--- config.mk ---
export PLATFORM = sky130hd
export DESIGN_NAME = ts_regs
export DESIGN_NICKNAME = d
export VERILOG_FILES = /design/src/logic/ts_pkg.sv /design/src/logic/ts_sync_track.sv /design/src/logic/ts_window.sv /design/src/logic/ts_regs.sv
export VERILOG_INCLUDE_DIRS = /design/src /design/src/logic
export SDC_FILE = /design/constraint.sdc
export NUM_CORES = 1
export LEC_CHECK = 0
export ABC_AREA = 1
export ABC_CLOCK_PERIOD_IN_PS = 2800
export BUFFER_PORTS_ARGS = -buffer_cell sky130_fd_sc_hd__buf_2
export CAP_MARGIN = 30
export CELL_PAD_IN_SITES_DETAIL_PLACEMENT = 2
export CELL_PAD_IN_SITES_GLOBAL_PLACEMENT = 2
export CORE_UTILIZATION = 31
export CTS_BUF_LIST = sky130_fd_sc_hd__clkbuf_2 sky130_fd_sc_hd__clkbuf_4 sky130_fd_sc_hd__clkbuf_8
export DETAILED_ROUTE_END_ITERATION = 8
export HOLD_SLACK_MARGIN = 0.08
export PLACE_DENSITY_LB_ADDON = 0.1
export RECOVER_POWER = 100
export SETUP_SLACK_MARGIN = 0.05
export SYNTH_ARGS = -nofsm -noshare
export SYNTH_HDL_FRONTEND = slang
export SYNTH_HIERARCHICAL = 1
export SYNTH_SLANG_ARGS = --single-unit
--- constraint.sdc ---
create_clock -name pclk -period 2.8 [get_ports pclk]
set_input_delay 0 -clock pclk [delete_from_list [all_inputs] [get_ports pclk]]
set_output_delay 0 -clock pclk [all_outputs]
set_load 0.005 [all_outputs]
--- src/logic/ts_defs.svh ---
// register indices, field positions, reset values and timing counts
`ifndef TS_DEFS_SVH
`define TS_DEFS_SVH

// register indices; the byte address is four times the index
`define TS_IDX_PRIMARY_CONTROL 6'h00
`define TS_IDX_MEASURE_TRIGGER_CONTROL 6'h01
`define TS_IDX_MEASURE_MODE_CONTROL 6'h02
`define TS_IDX_IRQ_ENABLE_CLEARER 6'h04
`define TS_IDX_IRQ_ENABLE_SETTER 6'h05
`define TS_IDX_IRQ_FLAG_BITS 6'h06
`define TS_IDX_RESULT_OVERFLOW_STATE 6'h07
`define TS_IDX_SYNC_PENDING_BITS 6'h08
`define TS_IDX_MEASUREMENT_RESULT 6'h0c
`define TS_IDX_WINDOW_LOW_BOUND 6'h10
`define TS_IDX_WINDOW_HIGH_BOUND 6'h14
`define TS_IDX_MEASURE_CYCLE_LENGTH 6'h18
`define TS_IDX_RESULT_CORRECTION 6'h1c
`define TS_IDX_FACTORY_TRIM 6'h20
`define TS_IDX_HALT_BEHAVIOUR_CTRL 6'h24

// field positions
`define TS_BIT_SOFT_RESET 0
`define TS_BIT_ENABLE 1
`define TS_BIT_RUN_STANDBY 6
`define TS_BIT_START 0
`define TS_BIT_FREE_RUN 4
`define TS_BIT_RESULT_OVERFLOW 3
`define TS_BIT_WINDOW_MATCH 2
`define TS_BIT_OVERRUN 1
`define TS_BIT_RESULT_AVAILABLE 0
`define TS_BIT_RUN_WHILE_HALTED 0
`define TS_TEMP_TRIM_LSB 8
`define TS_FREQ_TRIM_LSB 0

// reset values
`define TS_RST_BYTE 8'h00
`define TS_RST_WORD 24'h00_0000
`define TS_RST_TRIM 6'h00

// cycles taken to carry a control change into the sensor clock
`define TS_SYNC_CYCLES 3

`endif

--- src/logic/ts_pkg.sv ---
// types shared by the temperature sensor register block
package ts_pkg;

  typedef enum {TS_IDLE, TS_RUN} ts_state_e;

  typedef enum logic [2:0] {
    TS_WIN_OFF = 3'h0,
    TS_WIN_ABOVE = 3'h1,
    TS_WIN_BELOW = 3'h2,
    TS_WIN_INSIDE = 3'h3,
    TS_WIN_OUTSIDE = 3'h4,
    TS_WIN_HYST_ABOVE = 3'h5,
    TS_WIN_HYST_BELOW = 3'h6
  } ts_win_mode_e;

  // one conversion handed over by the analog core
  typedef struct packed {
    logic valid;
    logic overflow;
    logic [23:0] value;
  } ts_raw_s;

endpackage

--- src/logic/ts_sync_track.sv ---
// busy tracker for a control change crossing into the sensor clock
`timescale 1ns/100ps
`default_nettype none

module ts_sync_track
#(
  parameter int CYCLES = 3
)
(
  input wire logic pclk,
  input wire logic presetn,
  input wire logic start,
  output logic busy,
  output logic done
);

  localparam int CW = $clog2(CYCLES + 1);

  logic [CW-1:0] count;

  generate
    if (CYCLES < 1)
    begin : g_chk
      $error("ts_sync_track needs CYCLES of at least one");
    end
  endgenerate

  // a new start restarts the count
  always_ff @(posedge pclk or negedge presetn)
  begin
    if (!presetn)
      count <= '0;
    else if (start)
      count <= CW'(CYCLES);
    else if (count != '0)
      count <= count - CW'(1);
  end

  assign busy = (count != '0);
  assign done = (count == CW'(1)) && !start;

endmodule
`default_nettype wire

--- src/logic/ts_window.sv ---
// window monitor compare with hysteresis, match reported one cycle late
`timescale 1ns/100ps
`default_nettype none

module ts_window
  import ts_pkg::*;
(
  input wire logic pclk,
  input wire logic presetn,
  input wire logic soft_rst,
  input wire logic eval,
  input wire logic [23:0] value,
  input wire logic [2:0] mode,
  input wire logic [23:0] lo,
  input wire logic [23:0] hi,
  output logic match
);

  logic hyst;
  logic now_match;
  logic next_hyst;
  logic above_lo;
  logic below_hi;

  assign above_lo = $signed(value) > $signed(lo);
  assign below_hi = $signed(value) < $signed(hi);

  always_comb
  begin
    next_hyst = hyst;
    now_match = 1'b0;
    case (ts_win_mode_e'(mode))
      TS_WIN_ABOVE: now_match = above_lo;
      TS_WIN_BELOW: now_match = below_hi;
      TS_WIN_INSIDE: now_match = above_lo && below_hi;
      TS_WIN_OUTSIDE: now_match = ($signed(value) < $signed(lo)) || ($signed(value) > $signed(hi));
      TS_WIN_HYST_ABOVE:
      begin
        // armed above high, released only below low
        if ($signed(value) > $signed(hi))
          next_hyst = 1'b1;
        else if ($signed(value) < $signed(lo))
          next_hyst = 1'b0;
        now_match = next_hyst;
      end
      TS_WIN_HYST_BELOW:
      begin
        if ($signed(value) < $signed(lo))
          next_hyst = 1'b1;
        else if ($signed(value) > $signed(hi))
          next_hyst = 1'b0;
        now_match = next_hyst;
      end
      default: next_hyst = 1'b0;
    endcase
  end

  always_ff @(posedge pclk or negedge presetn)
  begin
    if (!presetn)
    begin
      hyst <= 1'b0;
      match <= 1'b0;
    end
    else if (soft_rst)
    begin
      hyst <= 1'b0;
      match <= 1'b0;
    end
    else
    begin
      if (eval)
        hyst <= next_hyst;
      match <= eval && now_match;
    end
  end

endmodule
`default_nettype wire

--- src/logic/ts_regs.sv ---
// temperature sensor register block with apb slave and measurement control
`timescale 1ns/100ps
`default_nettype none
`include "ts_defs.svh"

module ts_regs
  import ts_pkg::*;
#(
  parameter int SYNC_CYCLES = `TS_SYNC_CYCLES
)
(
  input wire logic pclk,
  input wire logic presetn,
  input wire logic psel,
  input wire logic penable,
  input wire logic pwrite,
  input wire logic [7:0] paddr,
  input wire logic [31:0] pwdata,
  output logic [31:0] prdata,
  output logic pready,
  output logic pslverr,
  input wire logic write_guard,
  input wire logic dbg_halted,
  input wire logic [23:0] nvm_gain,
  input wire logic [23:0] nvm_offset,
  input wire ts_raw_s sensor_in,
  output logic sensor_enable,
  output logic meas_start,
  output logic [23:0] cycle_len,
  output logic [5:0] temperature_trim,
  output logic [5:0] frequency_trim,
  output logic irq
);

  logic [5:0] idx;
  logic wr_acc;
  logic rd_acc;
  logic rd_setup;
  logic blocked;
  logic enable_ctrl;
  logic enable_live;
  logic run_standby;
  logic free_run;
  logic [2:0] window_mode_select;
  logic [3:0] irq_en;
  logic [3:0] irq_flag_bits;
  logic result_overflow;
  logic unread;
  logic [23:0] measurement_result;
  logic [23:0] window_low_bound;
  logic [23:0] window_high_bound;
  logic [23:0] measure_cycle_length;
  logic [23:0] offset_correction;
  logic run_while_halted;
  logic nvm_loaded;
  logic pend_start;
  logic en_sync_start;
  logic en_busy;
  logic en_done;
  logic rst_sync_start;
  logic rst_busy;
  logic soft_rst;
  logic win_match;
  logic got;
  logic got_ovf;
  logic may_run;
  logic [24:0] sum;
  logic [3:0] flag_set;
  logic [3:0] flag_clr;
  ts_state_e state;
  ts_state_e next_state;

  // known register indices
  function automatic logic is_mapped(input logic [5:0] i);
    case (i)
      `TS_IDX_PRIMARY_CONTROL, `TS_IDX_MEASURE_TRIGGER_CONTROL, `TS_IDX_MEASURE_MODE_CONTROL,
      `TS_IDX_IRQ_ENABLE_CLEARER, `TS_IDX_IRQ_ENABLE_SETTER, `TS_IDX_IRQ_FLAG_BITS,
      `TS_IDX_RESULT_OVERFLOW_STATE, `TS_IDX_SYNC_PENDING_BITS, `TS_IDX_MEASUREMENT_RESULT,
      `TS_IDX_WINDOW_LOW_BOUND, `TS_IDX_WINDOW_HIGH_BOUND, `TS_IDX_MEASURE_CYCLE_LENGTH,
      `TS_IDX_RESULT_CORRECTION, `TS_IDX_FACTORY_TRIM, `TS_IDX_HALT_BEHAVIOUR_CTRL: is_mapped = 1'b1;
      default: is_mapped = 1'b0;
    endcase
  endfunction

  // registers closed while enabled
  function automatic logic is_enable_protected(input logic [5:0] i);
    case (i)
      `TS_IDX_MEASURE_MODE_CONTROL, `TS_IDX_WINDOW_LOW_BOUND, `TS_IDX_WINDOW_HIGH_BOUND,
      `TS_IDX_MEASURE_CYCLE_LENGTH, `TS_IDX_RESULT_CORRECTION, `TS_IDX_FACTORY_TRIM: is_enable_protected = 1'b1;
      default: is_enable_protected = 1'b0;
    endcase
  endfunction

  // registers closed by the peripheral write guard
  function automatic logic is_guarded(input logic [5:0] i);
    case (i)
      `TS_IDX_MEASURE_TRIGGER_CONTROL, `TS_IDX_IRQ_FLAG_BITS, `TS_IDX_RESULT_OVERFLOW_STATE,
      `TS_IDX_SYNC_PENDING_BITS, `TS_IDX_MEASUREMENT_RESULT, `TS_IDX_HALT_BEHAVIOUR_CTRL: is_guarded = 1'b0;
      default: is_guarded = 1'b1;
    endcase
  endfunction

  generate
    if (SYNC_CYCLES < 1)
    begin : g_chk
      $error("ts_regs needs SYNC_CYCLES of at least one");
    end
  endgenerate

  assign idx = paddr[7:2];
  assign rd_setup = psel && !penable && !pwrite;
  assign blocked = (is_enable_protected(idx) && enable_ctrl) || (is_guarded(idx) && write_guard);
  assign wr_acc = psel && penable && pwrite && is_mapped(idx) && !blocked;
  assign rd_acc = psel && penable && !pwrite && (idx == `TS_IDX_MEASUREMENT_RESULT);
  assign pready = 1'b1;
  assign pslverr = psel && penable && (!is_mapped(idx) || (pwrite && blocked));

  // control change handoff into the sensor clock
  assign rst_sync_start = wr_acc && (idx == `TS_IDX_PRIMARY_CONTROL) && pwdata[`TS_BIT_SOFT_RESET];
  assign en_sync_start = wr_acc && (idx == `TS_IDX_PRIMARY_CONTROL) && !pwdata[`TS_BIT_SOFT_RESET];

  ts_sync_track #(
    .CYCLES(SYNC_CYCLES)
  ) u_en_sync (
    .pclk(pclk),
    .presetn(presetn),
    .start(en_sync_start && !rst_busy),
    .busy(en_busy),
    .done(en_done)
  );

  ts_sync_track #(
    .CYCLES(SYNC_CYCLES)
  ) u_rst_sync (
    .pclk(pclk),
    .presetn(presetn),
    .start(rst_sync_start && !rst_busy),
    .busy(rst_busy),
    .done(soft_rst)
  );

  // primary and mode control; soft reset wins over the rest of the write
  always_ff @(posedge pclk or negedge presetn)
  begin
    if (!presetn)
    begin
      enable_ctrl <= 1'b0;
      run_standby <= 1'b0;
      free_run <= 1'b0;
      window_mode_select <= 3'h0;
    end
    else if (soft_rst)
    begin
      enable_ctrl <= 1'b0;
      run_standby <= 1'b0;
      free_run <= 1'b0;
      window_mode_select <= 3'h0;
    end
    else if (en_sync_start && !rst_busy)
    begin
      enable_ctrl <= pwdata[`TS_BIT_ENABLE];
      run_standby <= pwdata[`TS_BIT_RUN_STANDBY];
    end
    else if (wr_acc && idx == `TS_IDX_MEASURE_MODE_CONTROL)
    begin
      free_run <= pwdata[`TS_BIT_FREE_RUN];
      window_mode_select <= pwdata[2:0];
    end
  end

  // sensor sees the enable only once the handoff is over
  always_ff @(posedge pclk or negedge presetn)
  begin
    if (!presetn)
      enable_live <= 1'b0;
    else if (soft_rst)
      enable_live <= 1'b0;
    else if (en_done)
      enable_live <= enable_ctrl;
  end

  // shared enable bits behind set and clear views
  always_ff @(posedge pclk or negedge presetn)
  begin
    if (!presetn)
      irq_en <= 4'h0;
    else if (soft_rst)
      irq_en <= 4'h0;
    else if (wr_acc && idx == `TS_IDX_IRQ_ENABLE_SETTER)
      irq_en <= irq_en | pwdata[3:0];
    else if (wr_acc && idx == `TS_IDX_IRQ_ENABLE_CLEARER)
      irq_en <= irq_en & ~pwdata[3:0];
  end

  // window bounds
  always_ff @(posedge pclk or negedge presetn)
  begin
    if (!presetn)
    begin
      window_low_bound <= `TS_RST_WORD;
      window_high_bound <= `TS_RST_WORD;
    end
    else if (soft_rst)
    begin
      window_low_bound <= `TS_RST_WORD;
      window_high_bound <= `TS_RST_WORD;
    end
    else if (wr_acc && idx == `TS_IDX_WINDOW_LOW_BOUND)
      window_low_bound <= pwdata[23:0];
    else if (wr_acc && idx == `TS_IDX_WINDOW_HIGH_BOUND)
      window_high_bound <= pwdata[23:0];
  end

  // calibration set, untouched by soft reset; nvm copy taken after release
  always_ff @(posedge pclk or negedge presetn)
  begin
    if (!presetn)
    begin
      nvm_loaded <= 1'b0;
      measure_cycle_length <= `TS_RST_WORD;
      offset_correction <= `TS_RST_WORD;
      temperature_trim <= `TS_RST_TRIM;
      frequency_trim <= `TS_RST_TRIM;
      run_while_halted <= 1'b0;
    end
    else if (!nvm_loaded)
    begin
      nvm_loaded <= 1'b1;
      measure_cycle_length <= nvm_gain;
      offset_correction <= nvm_offset;
    end
    else if (wr_acc)
    begin
      case (idx)
        `TS_IDX_MEASURE_CYCLE_LENGTH: measure_cycle_length <= pwdata[23:0];
        `TS_IDX_RESULT_CORRECTION: offset_correction <= pwdata[23:0];
        `TS_IDX_FACTORY_TRIM:
        begin
          temperature_trim <= pwdata[`TS_TEMP_TRIM_LSB +: 6];
          frequency_trim <= pwdata[`TS_FREQ_TRIM_LSB +: 6];
        end
        `TS_IDX_HALT_BEHAVIOUR_CTRL: run_while_halted <= pwdata[`TS_BIT_RUN_WHILE_HALTED];
        default: nvm_loaded <= 1'b1;
      endcase
    end
  end

  assign cycle_len = measure_cycle_length;
  assign sensor_enable = enable_live;

  // measurement sequencing
  // no new start in the cycle the enable handoff switches the sensor off
  assign may_run = enable_live && !(en_done && !enable_ctrl) && !(dbg_halted && !run_while_halted);

  always_comb
  begin
    next_state = state;
    case (state)
      TS_IDLE:
        if (may_run && (pend_start || free_run))
          next_state = TS_RUN;
      TS_RUN:
        if (sensor_in.valid)
          next_state = TS_IDLE;
      default: next_state = TS_IDLE;
    endcase
  end

  always_ff @(posedge pclk or negedge presetn)
  begin
    if (!presetn)
    begin
      state <= TS_IDLE;
      meas_start <= 1'b0;
    end
    else if (soft_rst || !enable_live)
    begin
      state <= TS_IDLE;
      meas_start <= 1'b0;
    end
    else
    begin
      state <= next_state;
      meas_start <= (state == TS_IDLE) && (next_state == TS_RUN);
    end
  end

  always_ff @(posedge pclk or negedge presetn)
  begin
    if (!presetn)
      pend_start <= 1'b0;
    else if (soft_rst)
      pend_start <= 1'b0;
    else if (wr_acc && idx == `TS_IDX_MEASURE_TRIGGER_CONTROL && pwdata[`TS_BIT_START])
      pend_start <= 1'b1;
    else if (state == TS_IDLE && next_state == TS_RUN)
      pend_start <= 1'b0;
  end

  // result landing with offset correction
  assign got = (state == TS_RUN) && sensor_in.valid;
  assign sum = 25'({sensor_in.value[23], sensor_in.value} + {offset_correction[23], offset_correction});
  assign got_ovf = sensor_in.overflow || (sum[24] != sum[23]);

  always_ff @(posedge pclk or negedge presetn)
  begin
    if (!presetn)
    begin
      measurement_result <= `TS_RST_WORD;
      result_overflow <= 1'b0;
      unread <= 1'b0;
    end
    else if (soft_rst)
    begin
      measurement_result <= `TS_RST_WORD;
      result_overflow <= 1'b0;
      unread <= 1'b0;
    end
    else if (got && got_ovf)
      result_overflow <= 1'b1;
    else if (got)
    begin
      measurement_result <= sum[23:0];
      result_overflow <= 1'b0;
      unread <= 1'b1;
    end
    else if (rd_acc)
      unread <= 1'b0;
  end

  ts_window u_window (
    .pclk(pclk),
    .presetn(presetn),
    .soft_rst(soft_rst),
    .eval(got && !got_ovf && window_mode_select != 3'h0),
    .value(sum[23:0]),
    .mode(window_mode_select),
    .lo(window_low_bound),
    .hi(window_high_bound),
    .match(win_match)
  );

  // flag events; a set in the clearing cycle wins
  always_comb
  begin
    flag_set = 4'h0;
    flag_set[`TS_BIT_RESULT_OVERFLOW] = got && got_ovf;
    flag_set[`TS_BIT_WINDOW_MATCH] = win_match;
    flag_set[`TS_BIT_OVERRUN] = got && !got_ovf && unread;
    flag_set[`TS_BIT_RESULT_AVAILABLE] = got && !got_ovf;
    flag_clr = 4'h0;
    if (wr_acc && idx == `TS_IDX_IRQ_FLAG_BITS)
      flag_clr = pwdata[3:0];
    if (rd_acc)
    begin
      flag_clr[`TS_BIT_WINDOW_MATCH] = 1'b1;
      flag_clr[`TS_BIT_RESULT_AVAILABLE] = 1'b1;
    end
  end

  always_ff @(posedge pclk or negedge presetn)
  begin
    if (!presetn)
      irq_flag_bits <= 4'h0;
    else if (soft_rst)
      irq_flag_bits <= 4'h0;
    else
      irq_flag_bits <= (irq_flag_bits & ~flag_clr) | flag_set;
  end

  assign irq = |(irq_flag_bits & irq_en);

  // read data captured in the setup phase
  always_ff @(posedge pclk or negedge presetn)
  begin
    if (!presetn)
      prdata <= 32'h0000_0000;
    else if (rd_setup)
    begin
      case (idx)
        `TS_IDX_PRIMARY_CONTROL:
          prdata <= {25'h0, run_standby, 4'h0, enable_ctrl, rst_busy};
        `TS_IDX_MEASURE_MODE_CONTROL:
          prdata <= {27'h0, free_run, 1'b0, window_mode_select};
        `TS_IDX_IRQ_ENABLE_CLEARER, `TS_IDX_IRQ_ENABLE_SETTER:
          prdata <= {28'h0, irq_en};
        `TS_IDX_IRQ_FLAG_BITS:
          prdata <= {28'h0, irq_flag_bits};
        `TS_IDX_RESULT_OVERFLOW_STATE:
          prdata <= {31'h0, result_overflow};
        `TS_IDX_SYNC_PENDING_BITS:
          prdata <= {30'h0, en_busy, rst_busy};
        `TS_IDX_MEASUREMENT_RESULT:
          prdata <= {8'h00, measurement_result};
        `TS_IDX_WINDOW_LOW_BOUND:
          prdata <= {8'h00, window_low_bound};
        `TS_IDX_WINDOW_HIGH_BOUND:
          prdata <= {8'h00, window_high_bound};
        `TS_IDX_MEASURE_CYCLE_LENGTH:
          prdata <= {8'h00, measure_cycle_length};
        `TS_IDX_RESULT_CORRECTION:
          prdata <= {8'h00, offset_correction};
        `TS_IDX_FACTORY_TRIM:
          prdata <= {18'h0, temperature_trim, 2'h0, frequency_trim};
        `TS_IDX_HALT_BEHAVIOUR_CTRL:
          prdata <= {31'h0, run_while_halted};
        default:
          prdata <= 32'h0000_0000;
      endcase
    end
  end

endmodule
`default_nettype wire

* Word-level counts from Yosys, hierarchy flattened *
Memories as Yosys holds them, arrays and structs flattened.
Index checks and enable logic that the tools add are counted.

cells by class
  add/sub/neg operators = 3
  magnitude comparators = 4
  equal/unequal tests = 33
  multiplexer cells = 64
  bitwise gates (word level) = 7
  reduce and logical (&&, ||, !) cells = 93

operators with widths
  cell                                                              count
  24-bit 2-to-1 mux                                                 14
  24-bit one-hot mux with 13 select lines                           1
  32-bit 2-to-1 mux                                                 3
  32-bit by 2-bit == test with 1-bit output, second input constant  2
  32-bit zero test                                                  2
  32-bit one-hot mux with 2 select lines                            1
  24-bit greater-than comparator                                    2
  24-bit < comparator                                               2
  1-bit logical AND                                                 40
  32-bit by 1-bit == test with 1-bit output, second input constant  1
  1-bit 2-to-1 mux                                                  31
  24-bit by 24-bit adder with 25-bit output                         1
  6-bit by 3-bit == test with 1-bit output, second input constant   4
  6-bit by 5-bit == test with 1-bit output, second input constant   4
  2-bit nonzero test                                                11
  4-bit 2-to-1 mux                                                  5
  3-bit nonzero test                                                5
  1-bit zero test                                                   14
  2-bit AND reduction                                               7
  4-bit bitwise AND                                                 3
  6-bit by 4-bit == test with 1-bit output, second input constant   2
  6-bit == test, second input constant                              2
  6-bit OR reduction                                                2
  3-bit == test, second input constant                              3
  other kinds (20)                                                  42

storage, ports and cells
  register bits after elaboration = 223
  bits in read-only memories = 128
  bits of input ports = 121
  output and inout port bits = 73
  word-level logic and storage cells = 232
  memories kept = 2

memories
  name              words  bits a word  rd ports  clocked after memory_dff  write ports  line           source
  (name not given)  64     1            1         0                         0            ts_regs.sv:75  case (i)
  (name not given)  64     1            1         0                         0            ts_regs.sv:75

* Longest topological paths before layout *
Gate-level depths: netlist of run 1.

  depth after elaboration = 24
  mapped depth = 28
  depth with buffers taken out = 28

* By module *
The synthesis of run 1 kept the hierarchy.

modules (own cells, without submodules)
  module         instances  cells each  area each (um^2)  sequential area each (um^2)
  ts_regs        1          1,473       11,308.3          5,230.0
  ts_window      1          258         1,585.3           50.0
  ts_sync_track  2          17          126.4             50.0

* Least setup slack after synthesis of run 1 *
Ideal clock, no wire load.

  path kind = flip-flop to flip-flop
  start = register offset_correction[0]
  end = register u_window.match
  library setup time = 115 ps
  arrival = 2,869 ps
  required time = 2,685 ps
  setup slack = -185 ps
  stages on the path, launching flop included = 26
  path buffers = 0
  period minus slack after synthesis = 2,985 ps
  cells stage by stage = dfrtp_1 ha_1 inv_1 fa_1 inv_1 nand2_1 nand3_1 inv_1 o21ai_0 xor2_1 ha_1 nand2_1 nor2_2 nand4_4 nor2_4 nand2_2 nand3_2 nand2_1 nand2_2 nand2_2 nand2_1 nand2_1 nand2_1 nand2_1 nor2_1 nor2_1

on the way
  elaborated cells on any way between the ends = 19
  those cells by class = add/sub (1); order compare (4); eq/ne (1); mux (6); reduce/logical (7)

RTL lines
  element                                                                line                              source
  start: declaration                                                     ts_regs.sv:53                     logic [23:0] offset_correction;
  start signal: assignment                                               ts_regs.sv:221                    offset_correction <= `TS_RST_WORD;
  start signal: assignment                                               ts_regs.sv:230                    offset_correction <= nvm_offset;
  start signal: assignment                                               ts_regs.sv:236                    `TS_IDX_RESULT_CORRECTION: offset_correction <= pwdata[23:0];
  24-bit by 24-bit adder with 25-bit output (*)                          ts_regs.sv:302                    assign sum = 25'({sensor_in.value[23], sensor_in.value} + {offset_correction[23], offset_correction});
  via sum[14]                                                            ts_regs.sv:67                     logic [24:0] sum;
  24-bit greater-than comparator or 24-bit < comparator (tied branches)  -
  1-bit 2-to-1 mux (on tied branches)                                    ts_window.sv:50, ts_window.sv:42
  1-bit 2-to-1 mux (on tied branches)                                    ts_window.sv:48, ts_window.sv:40
  1-bit one-hot mux with 6 select lines (*)                              ts_window.sv:32                   case (ts_win_mode_e'(mode))
  1-bit logical AND (*)                                                  ts_window.sv:74                   match <= eval && now_match;
  1-bit 2-to-1 mux (*)                                                   ts_window.sv:65                   else if (soft_rst)
  end signal: assignment                                                 ts_window.sv:74
  end: declaration                                                       ts_window.sv:16                   output logic match

The timed path passes the listed nets; every way through them passes the cells marked *.
A chain may end at the register's enable or synchronous reset.

* Worst setup path after layout of run 1 *
  start = register offset_correction[5]
  end = register u_window.hyst

on the way
  elaborated cells on any way between the ends = 17
  those cells by class = add/sub (1); order compare (2); eq/ne (1); mux (7); reduce/logical (6)

RTL lines
  element                                                                line                              source
  24-bit by 24-bit adder with 25-bit output (*)                          ts_regs.sv:302
  via sum[12]                                                            ts_regs.sv:67
  24-bit greater-than comparator or 24-bit < comparator (tied branches)  -
  1-bit 2-to-1 mux (on tied branches)                                    ts_window.sv:50, ts_window.sv:42
  1-bit 2-to-1 mux (on tied branches)                                    ts_window.sv:48, ts_window.sv:40
  1-bit one-hot mux with 3 select lines (*)                              ts_window.sv:32
  1-bit 2-to-1 mux (*)                                                   ts_window.sv:72                   if (eval)
  1-bit 2-to-1 mux (*)                                                   ts_window.sv:65
  end signal: assignment                                                 ts_window.sv:73                   hyst <= next_hyst;
  end: declaration                                                       ts_window.sv:19                   logic hyst;

The timed path passes the listed nets; every way through them passes the cells marked *. The select of a mux whose other input is x is not followed.

==> results of run 1 <==
==> area by class of cell <==
| type | instances | area [um2] |
|---|---|---|
| timing repair buffer | 496 | 3711 |
| sequential | 215 | 5384 |
| antenna | 3 | 7.507 |
| inverter | 224 | 845.8 |
| tap | 539 | 674.4 |
| fill | 4729 | 22690 |
| multi-input combinational | 1300 | 7612 |
| clock inverter | 9 | 90.09 |
| clock buffer | 68 | 842.1 |
==> routing by layer <==
metal  vias up  part of all wire [%]  track usage [%]
met3       174                   4.4            5.343
met4         4                   4.9            14.89
met2       451                    51            56.78
li1       6737                     -                -
met5         -                 0.033                0
met1      7719                    40            36.77
==> timing repair <==
item	in CTS	in global routing
pin swaps	39	48
hold buffers	121	1
setup buffers	20	17
hold endpoints to repair	392	1
cloned	0	3
setup endpoints to repair	2	56
resized for setup	88	63
==> state kept, by name (all words and copies together), names as in the netlist, 6 cells and up <==
name,flops
cycle_len,24
frequency_trim,6
measurement_result,24
offset_correction,24
prdata,24
state,32
temperature_trim,6
window_high_bound,24
window_low_bound,24
==> cells in the mapped netlist, types with 16 or more instances <==
cell	instances	area, um2
nand4_1	48	300.3
clkbuf_1	23	86.33
ha_1	76	950.9
o21ai_0	75	375.4
nand2_1	552	2072
o21ai_1	48	240.2
a22oi_1	17	127.6
nor2_1	119	446.7
inv_1	210	788.3
buf_2	16	80.08
a21oi_1	98	490.5
dfrtp_1	215	5380
nand3_1	103	515.5
==> worst max-delay path, delay by kind of cell (launching register included) <==
kind | cells | cell delay [ns]
and+or+nand+nor | 15 | 1.67
AOI/OAI and AO/OA | 2 | 0.42
adders and majority gates | 2 | 0.57
buffers and inverters | 2 | 0.20
DFF | 1 | 0.45
xor gates and xnor gates | 1 | 0.13
==> power groups by stage <==
stage               Clock (mW)  Combinational, mW  Sequential (mW)
CTS                       3.68               5.70             4.00
detailed placement           0               5.11             4.04
floorplan                    0               2.98             3.88
finish                    3.63               6.33             4.02
global route              3.84               6.80             4.07
global placement             0               4.82             4.01
==> cells by family after synthesis <==
group	synth area share, %
buf+inv	9.165
flops	40.93
compound gates	12.99
simple gates	28.48
xor+xnor	0.9994
fa+ha+maj	7.386
other cells	0.05713
==> per-stage QoR <==
| step | instance area, um2 | std cells | power [mW] | setup slack [ns] |
|---|---|---|---|---|
| floorplan | 13580 | 1804 | 6.862 | -0.02526 |
| global placement | 16160 | 2614 | 8.834 | -0.6437 |
| detailed placement | 16160 | 2614 | 9.150 | -0.7964 |
| CTS | 18860 | 2831 | 13.37 | -0.5016 |
| global route | 19160 | 2852 | 14.71 | -0.8670 |
| finish | 19170 | 2854 | 13.98 | -0.7628 |
==> worst min-delay path by stage <==
stage,to,slack [ns],depth (start not counted)
finish,measurement_result[3],0.19,7
global route,measurement_result[3],0.15,7
CTS,measurement_result[3],0.11,7
detailed placement,prdata[15],-0.04,1
global placement,prdata[18],-0.04,1
floorplan,cycle_len[0],-0.30,0
==> reports/metrics.csv, run 1 <==
metric,value,unit
switchingPower,5.882,mW
crit_slowest_cell,dfrtp_2,
fin_crit_sh,127.2,%
antenna_found_initial,3,
power_frac_comb,45.3,%
cp_cell_sequence,"ha_4, buf_4, nand2_1, nand2_1, a21oi_2, nand2_2, a21oi_2, xnor2_2, ha_1, nand2_1, nor2_1, nand4_1, nor3_2, nand2_2, nand3_2, nand2_2, nand3_2, nand2_1, nand2_1, nand3_1, nand2_1, inv_1",
cp.arrival,4.10,ns
clkPwrFrac,25.9,%
wl,72610,um
maxSlewHeadroom,-7.659,%
syn_area,0.01315,mm2
clock_latency,0.64,ns
die-area,0.04323,mm2
io_buffers,174,
crit_fanout,4,
drt_pass1_iterations,5,
via_count,15085,
mostFrequentLayoutCells,"nand2_1, dfrtp_1, inv_1, buf_4, buf_2",
dp_hpwl,47550,um
ys_async_sr_fraction,100.0,%
die_y,207.9,um
cts_made_buffers,43,
r2r_start,offset_correction[5],
drive_gt1_share,26.60,%
drtIter0Drc,813,
gr-usage-all-layers,31.72,%
drv_cap,3,
viasPerCell,5.286,
ys_seq_area_share,40.93,%
grt_pass1_vias,16965,
crit_end,u_window/hyst,
routedWlPerCell,25.44,um
endpoint_kind,register,
synth_edf_count,0,
synth_warnings,6,
synth-main-ff-cell,dfrtp_1,
min_path_type,in2reg,
final_util,45.80,%
path_common_cell,nand2_1,
slowest_delay,0.45,ns
cts_max_path_buffers,3,
sw_frac_of_total,42.08,%
rsz0062_at_grt,yes,
cp-startpoint,offset_correction[5],
setup-violations-final,118,
timing.fmax,280.7,MHz
htree_levels,2,
hold_slack,0.1860,ns
r2r-end,u_window/hyst,
drc,0,
cp-start-kind,register,
violations,"capacitance limit, slew limit, setup timing",
syn_area_per_cell,7.448,um2
p_per_area,729.3,mW/mm2
coreArea,0.04185,mm2
areaGrowthSynthToFinish,45.80,%
clk_pin_slew,0.07,ns
overflow,0,
tns,-21.54,ns
clock_sinks,215,
finalMaxSlewViolations,144,
worstSetupPathType,reg2reg,
hold_viol,0,
grt_first_pass_wirelength,103900,um
rows,75,
io_pins,194,
leakagePower,9.593,nW
p_int,8.096,mW
tightest_slew,1.615,ns
peakVddDrop,0.4101,mV
postRouteAntennaNets,0,
fin_skew,0.02351,ns
synth_cells,1765,
synth_cell_type_count,55,
seqPwrFrac,28.8,%
cts_root_buffer,clkbuf_8,
die_w,207.9,um
fin_ws,-0.7628,ns
critPathRequiredTime,3.33,ns
nNetsFinal,2478,
layout_commonest_cell,nand2_1,
min-delay-start,sensor_in[3],
grt_max_degree,60,
start_util,31.41,%
cts_tree,yes,
finalCriticalPeriod,3.563,ns
ys_ff_latch,215,
r2r_slack,-0.76,ns
routabilityCongestion,0.8946,
status,"complete, but fails checks",
reg2reg_depth,22,
Note: power is estimated with default switching activity, not from simulation.
==> inputs of run 2 (changes only) <==
--- a/config.mk
+++ b/config.mk
@@ -8,13 +8,13 @@
 export LEC_CHECK = 0
 export ABC_AREA = 1
 export ABC_CLOCK_PERIOD_IN_PS = 2800
-export BUFFER_PORTS_ARGS = -buffer_cell sky130_fd_sc_hd__buf_2
 export CAP_MARGIN = 30
 export CELL_PAD_IN_SITES_DETAIL_PLACEMENT = 2
 export CELL_PAD_IN_SITES_GLOBAL_PLACEMENT = 2
-export CORE_UTILIZATION = 31
+export CORE_UTILIZATION = 34
 export CTS_BUF_LIST = sky130_fd_sc_hd__clkbuf_2 sky130_fd_sc_hd__clkbuf_4 sky130_fd_sc_hd__clkbuf_8
 export DETAILED_ROUTE_END_ITERATION = 8
+export DONT_BUFFER_PORTS = 1
 export HOLD_SLACK_MARGIN = 0.08
 export PLACE_DENSITY_LB_ADDON = 0.1
 export RECOVER_POWER = 100
==> reports/metrics.csv, run 2 (synthesis results as in run 1) <==
metric,value,unit
grt_first_pass_wirelength,106000,um
numPlacedInstances,2402,
fin_crit_sh,135.5,%
slowest_delay,0.43,ns
wl,79350,um
peakVddDrop,0.4296,mV
reg2reg_depth,25,
clock_sinks,215,
routed-wl-met2,39810,um
drv_cap,0,
routedWlPerCell,29.95,um
critPathRequiredTime,3.32,ns
clk_pin_slew,0.07,ns
coreArea,0.03784,mm2
die_y,198.6,um
grt_max_degree,216,
crit_slowest_cell,dfrtp_1,
fin_skew,0.03510,ns
top_layer,met5,
nNetsFinal,2302,
areaGrowthSynthToFinish,40.37,%
htree_levels,2,
rows,71,
overflow,0,
io_pins,194,
postRouteAntennaNets,0,
timing.fmax,263.6,MHz
dr_wl_met3,4640,um
antenna_found_initial,4,
largest_reg_flops,32,
drive_gt1_share,22.67,%
io_buffers,0,
finalCriticalPeriod,3.794,ns
cts_root_buffer,clkbuf_8,
fin_ws,-0.9943,ns
final_area,0.01845,mm2
met1_length,28020,um
cts_tree,yes,
p_per_area,773.6,mW/mm2
mostFrequentLayoutCells,"nand2_1, dfrtp_1, inv_1, buf_4, dlygate4sd3_1",
die-area,0.03946,mm2
routabilityCongestion,0.9000,
tightest_slew,0.9182,ns
drt_pass1_iterations,5,
cp.arrival,4.32,ns
dp_hpwl,44330,um
setup-violations-final,144,
cp-start-kind,register,
viasPerCell,5.718,
finalMaxSlewViolations,0,
start_util,34.74,%
drtIter0Drc,947,
post_dp_cell_area,0.01510,mm2
layout_commonest_cell,nand2_1,
status,"complete, but fails checks",
rsz0062_at_grt,yes,
largest_register,state,
hold_viol,215,
gr-usage-all-layers,36.47,%
path_common_cell,nand2_1,
layoutNonFillerInstCount,2649,
via_count,15146,
die_w,198.6,um
grt_pass1_vias,16819,
hold_slack,-0.9393,ns
clock_latency,0.65,ns
worstSetupPathType,reg2reg,
crit_fanout,5,
cts_made_buffers,43,
violations,"hold timing, setup timing",
leakagePower,9.082,nW
cts_max_path_buffers,3,
min_path_type,in2async,
drc,0,
maxSlewHeadroom,38.72,%
endpoint_kind,register,
==> run 2: changes by cell type in the layout (fill, tap and decap cells not counted), sizes merged, moves of 2 or more <==
cell,delta
buf,-133
clkbuf,-58
dlygate4sd3,+9
clkinv,+2
==> run 2: metrics by stage <==
stage / utilization [%] / worst slack (ns) / total power, mW / setup TNS, ns
after global placement: 39.90 / -0.5241 / 8.535 / -1.030
after global routing: 48.76 / -1.117 / 14.82 / -68.16
after detailed placement: 39.90 / -0.6790 / 8.855 / -1.315
final: 48.76 / -0.9943 / 14.28 / -43.53
after floorplan: - / -0.02526 / 6.862 / -0.04156
after CTS: 47.44 / -0.4876 / 13.16 / -3.640
==> run 2: area by class of cell <==
| class | count | area (um2) |
|---|---|---|
| Fill cell | 4218 | 19390 |
| Clock buffer | 64 | 830.8 |
| Timing Repair Buffer | 320 | 2907 |
| Multi-Input combinational cell | 1300 | 7715 |
| Antenna cell | 3 | 7.507 |
| Sequential cell | 215 | 5385 |
| Tap cell | 511 | 639.4 |
| Inverter | 224 | 850.8 |
| Clock inverter | 12 | 118.9 |
==> run 2: what timing repair did <==
| item | in CTS | in global routing |
|---|---|---|
| endpoints found under the setup margin | 2 | 104 |
| hold buffers | 130 | 1 |
| cloned | 0 | 4 |
| pin swaps | 40 | 65 |
| resized for setup | 107 | 88 |
| endpoints found under the hold margin | 397 | 217 |
| buffers inserted | 21 | 14 |
==> run 2: where the power goes <==
part | switching (mW) | internal [mW] | leakage, nW
sequential | 0.542 | 3.56 | 2.78
clock | 1.70 | 2.09 | 0.505
combinational | 3.97 | 2.42 | 5.80
total | 6.21 | 8.07 | 9.08
==> run 2: critical path: cells and delay by family (launching register included) <==
family,cells,cell delay (ns)
and+or+nand+nor,18,1.82
adders and majority gates,2,0.59
buffers and inverters,3,0.50
DFF,1,0.43
xor gates and xnor gates,1,0.23
AOI/OAI and AO/OA,1,0.09
==> run 2: path summary, 6_finish.rpt <==
kind                                 startpoint                      to  slack (ns)
setup / recovery           offset_correction[4]          u_window/match       -0.99
hold / removal                          presetn              prdata[22]       -0.94
setup reg to reg           offset_correction[4]          u_window/match       -0.99
hold reg to reg              u_en_sync/count[1]      u_en_sync/count[1]        0.50
max in group asynchronous               presetn               state[12]        3.33
min in group pclk                 sensor_in[16]  measurement_result[16]        0.09
==> run 2: layer usage <==
metal  global-route usage (%)  vias up
met5                        0        -
met4                    23.13        2
met3                    6.867      317
met2                    65.60      689
met1                    39.15     7746
li1                         -     6392
==> inputs of run 3 (changes only) <==
--- a/config.mk
+++ b/config.mk
@@ -17,7 +17,7 @@
 export DONT_BUFFER_PORTS = 1
 export HOLD_SLACK_MARGIN = 0.08
 export PLACE_DENSITY_LB_ADDON = 0.1
-export RECOVER_POWER = 100
+export RECOVER_POWER = 25
 export SETUP_SLACK_MARGIN = 0.05
 export SYNTH_ARGS = -nofsm -noshare
 export SYNTH_HDL_FRONTEND = slang
==> reports/metrics.csv, run 3 (synthesis results as in run 1) <==
metric,value,unit
status,"complete, but fails checks",
violations,"hold timing, setup timing",
antenna_found_initial,4,
cts_made_buffers,43,
rows,71,
min_path_type,in2async,
leakagePower,9.104,nW
peakVddDrop,0.4303,mV
die_y,198.6,um
setup-violations-final,9,
critPathRequiredTime,3.32,ns
mostFrequentLayoutCells,"nand2_1, dfrtp_1, inv_1, buf_4, dlygate4sd3_1",
nFillCells,4213,
coreArea,0.03784,mm2
io_pins,194,
crit_fanout,5,
io_buffers,0,
areaGrowthSynthToFinish,40.86,%
viasPerCell,5.733,
cts_root_buffer,clkbuf_8,
grt_pass1_vias,16819,
die-area,0.03946,mm2
timing.fmax,262.8,MHz
via_count,15186,
post_dp_cell_area,0.01510,mm2
clk_pin_slew,0.07,ns
fin_skew,0.03814,ns
drtIter0Drc,926,
hold_viol,215,
largest_reg_flops,32,
cts_tree,yes,
drive_gt1_share,23.09,%
reg2reg_depth,25,
finalCriticalPeriod,3.805,ns
routedWlPerCell,30.03,um
grt_max_degree,216,
endpoint_kind,register,
cp-start-kind,register,
numPlacedInstances,2402,
cp.arrival,4.33,ns
postRouteAntennaNets,0,
fin_ws,-1.005,ns
htree_levels,2,
p_per_area,771.6,mW/mm2
final_area,0.01852,mm2
tightest_slew,0.9708,ns
layout_commonest_cell,nand2_1,
drc,0,
grt_first_pass_wirelength,106000,um
clock_sinks,215,
die_w,198.6,um
nNetsFinal,2302,
routabilityCongestion,0.9000,
drt_pass1_iterations,5,
drv_cap,0,
largest_register,state,
clock_latency,0.65,ns
dp_hpwl,44330,um
worstSetupPathType,reg2reg,
layoutNonFillerInstCount,2649,
finalMaxSlewViolations,0,
hold_slack,-0.9392,ns
wl,79540,um
fin_crit_sh,135.9,%
rsz0062_at_grt,yes,
cts_max_path_buffers,3,
maxSlewHeadroom,35.21,%
start_util,34.74,%
overflow,0,
gr-usage-all-layers,36.47,%
## run 3: stage by stage
step                       TNS, ns  util, %  hold WS (ns)  setup WS, ns  total power [mW]
final                       -2.140    48.93       -0.9392        -1.005             14.29
after global routing        -2.926    48.93       -0.9590        -1.117             14.83
after CTS                   -3.640    47.44       -0.9771       -0.4876             13.16
after detailed placement    -1.315    39.90       -0.2889       -0.6790             8.855
after global placement      -1.030    39.90       -0.2911       -0.5241             8.535
after floorplan           -0.04156        -       -0.2956      -0.02526             6.862
## run 3: path summary, 6_finish.rpt
path                                          end  slack (ns)            startpoint
setup / recovery                   u_window/match       -1.00  offset_correction[4]
hold / removal                         prdata[22]       -0.94               presetn
setup reg to reg                   u_window/match       -1.00  offset_correction[4]
hold reg to reg                u_en_sync/count[1]        0.50    u_en_sync/count[1]
max in group asynchronous               state[12]        3.35               presetn
min in group pclk          measurement_result[16]        0.09         sensor_in[16]
## run 3: worst max-delay path, stage by stage (launching register included)
cell,delay (ns)
dfrtp_1,0.43
ha_4,0.35
nand2_2,0.14
nor2_4,0.18
nand3_4,0.14
nand3_4,0.14
a21oi_2,0.09
xnor2_1,0.24
buf_4,0.20
buf_4,0.13
ha_1,0.24
nand2_1,0.08
nand2_1,0.07
nand2_1,0.09
nand2_1,0.08
nand2_1,0.08
nand2_1,0.08
nand2_2,0.10
nand4_1,0.15
buf_4,0.17
nand3_1,0.09
nand2_1,0.08
nand2_1,0.11
nand2_2,0.06
nor2_2,0.09
nor2_1,0.05
## run 3: area by class of cell
class                   count  area [um2]  area share (%)
inverters                 224       850.8           4.595
diodes                      3       7.507         0.04054
repair buffers            320        2918           15.76
clock inverters            12       118.9          0.6419
multi-input cells        1300        7767           41.95
clock buffers              64       830.8           4.486
well taps                 511       639.4           3.453
flip-flops and latches    215        5385           29.08
## run 3: report_power, final
group / internal (mW) / switching [mW] / leakage, nW
sequential: 3.56 / 0.544 / 2.78
combinational: 2.42 / 3.97 / 5.82
clock: 2.09 / 1.70 / 0.505
total: 8.07 / 6.22 / 9.10
## run 3: what timing repair did
| action | CTS | global route |
|---|---|---|
| endpoints found under the setup margin | 2 | 104 |
| setup buffers | 21 | 14 |
| gates resized for setup | 107 | 88 |
| hold buffers | 130 | 1 |
| pin swaps | 40 | 65 |
| gates cloned | 0 | 4 |
| hold endpoints to repair | 397 | 217 |
## run 3: metal layers
metal	vias to the layer above	wire, um	global-route usage, %
li1	6391	-	-
met1	7722	27860	39.15
met2	757	39800	65.60
met3	314	4996	6.867
met4	2	6874	23.13
met5	-	9	0
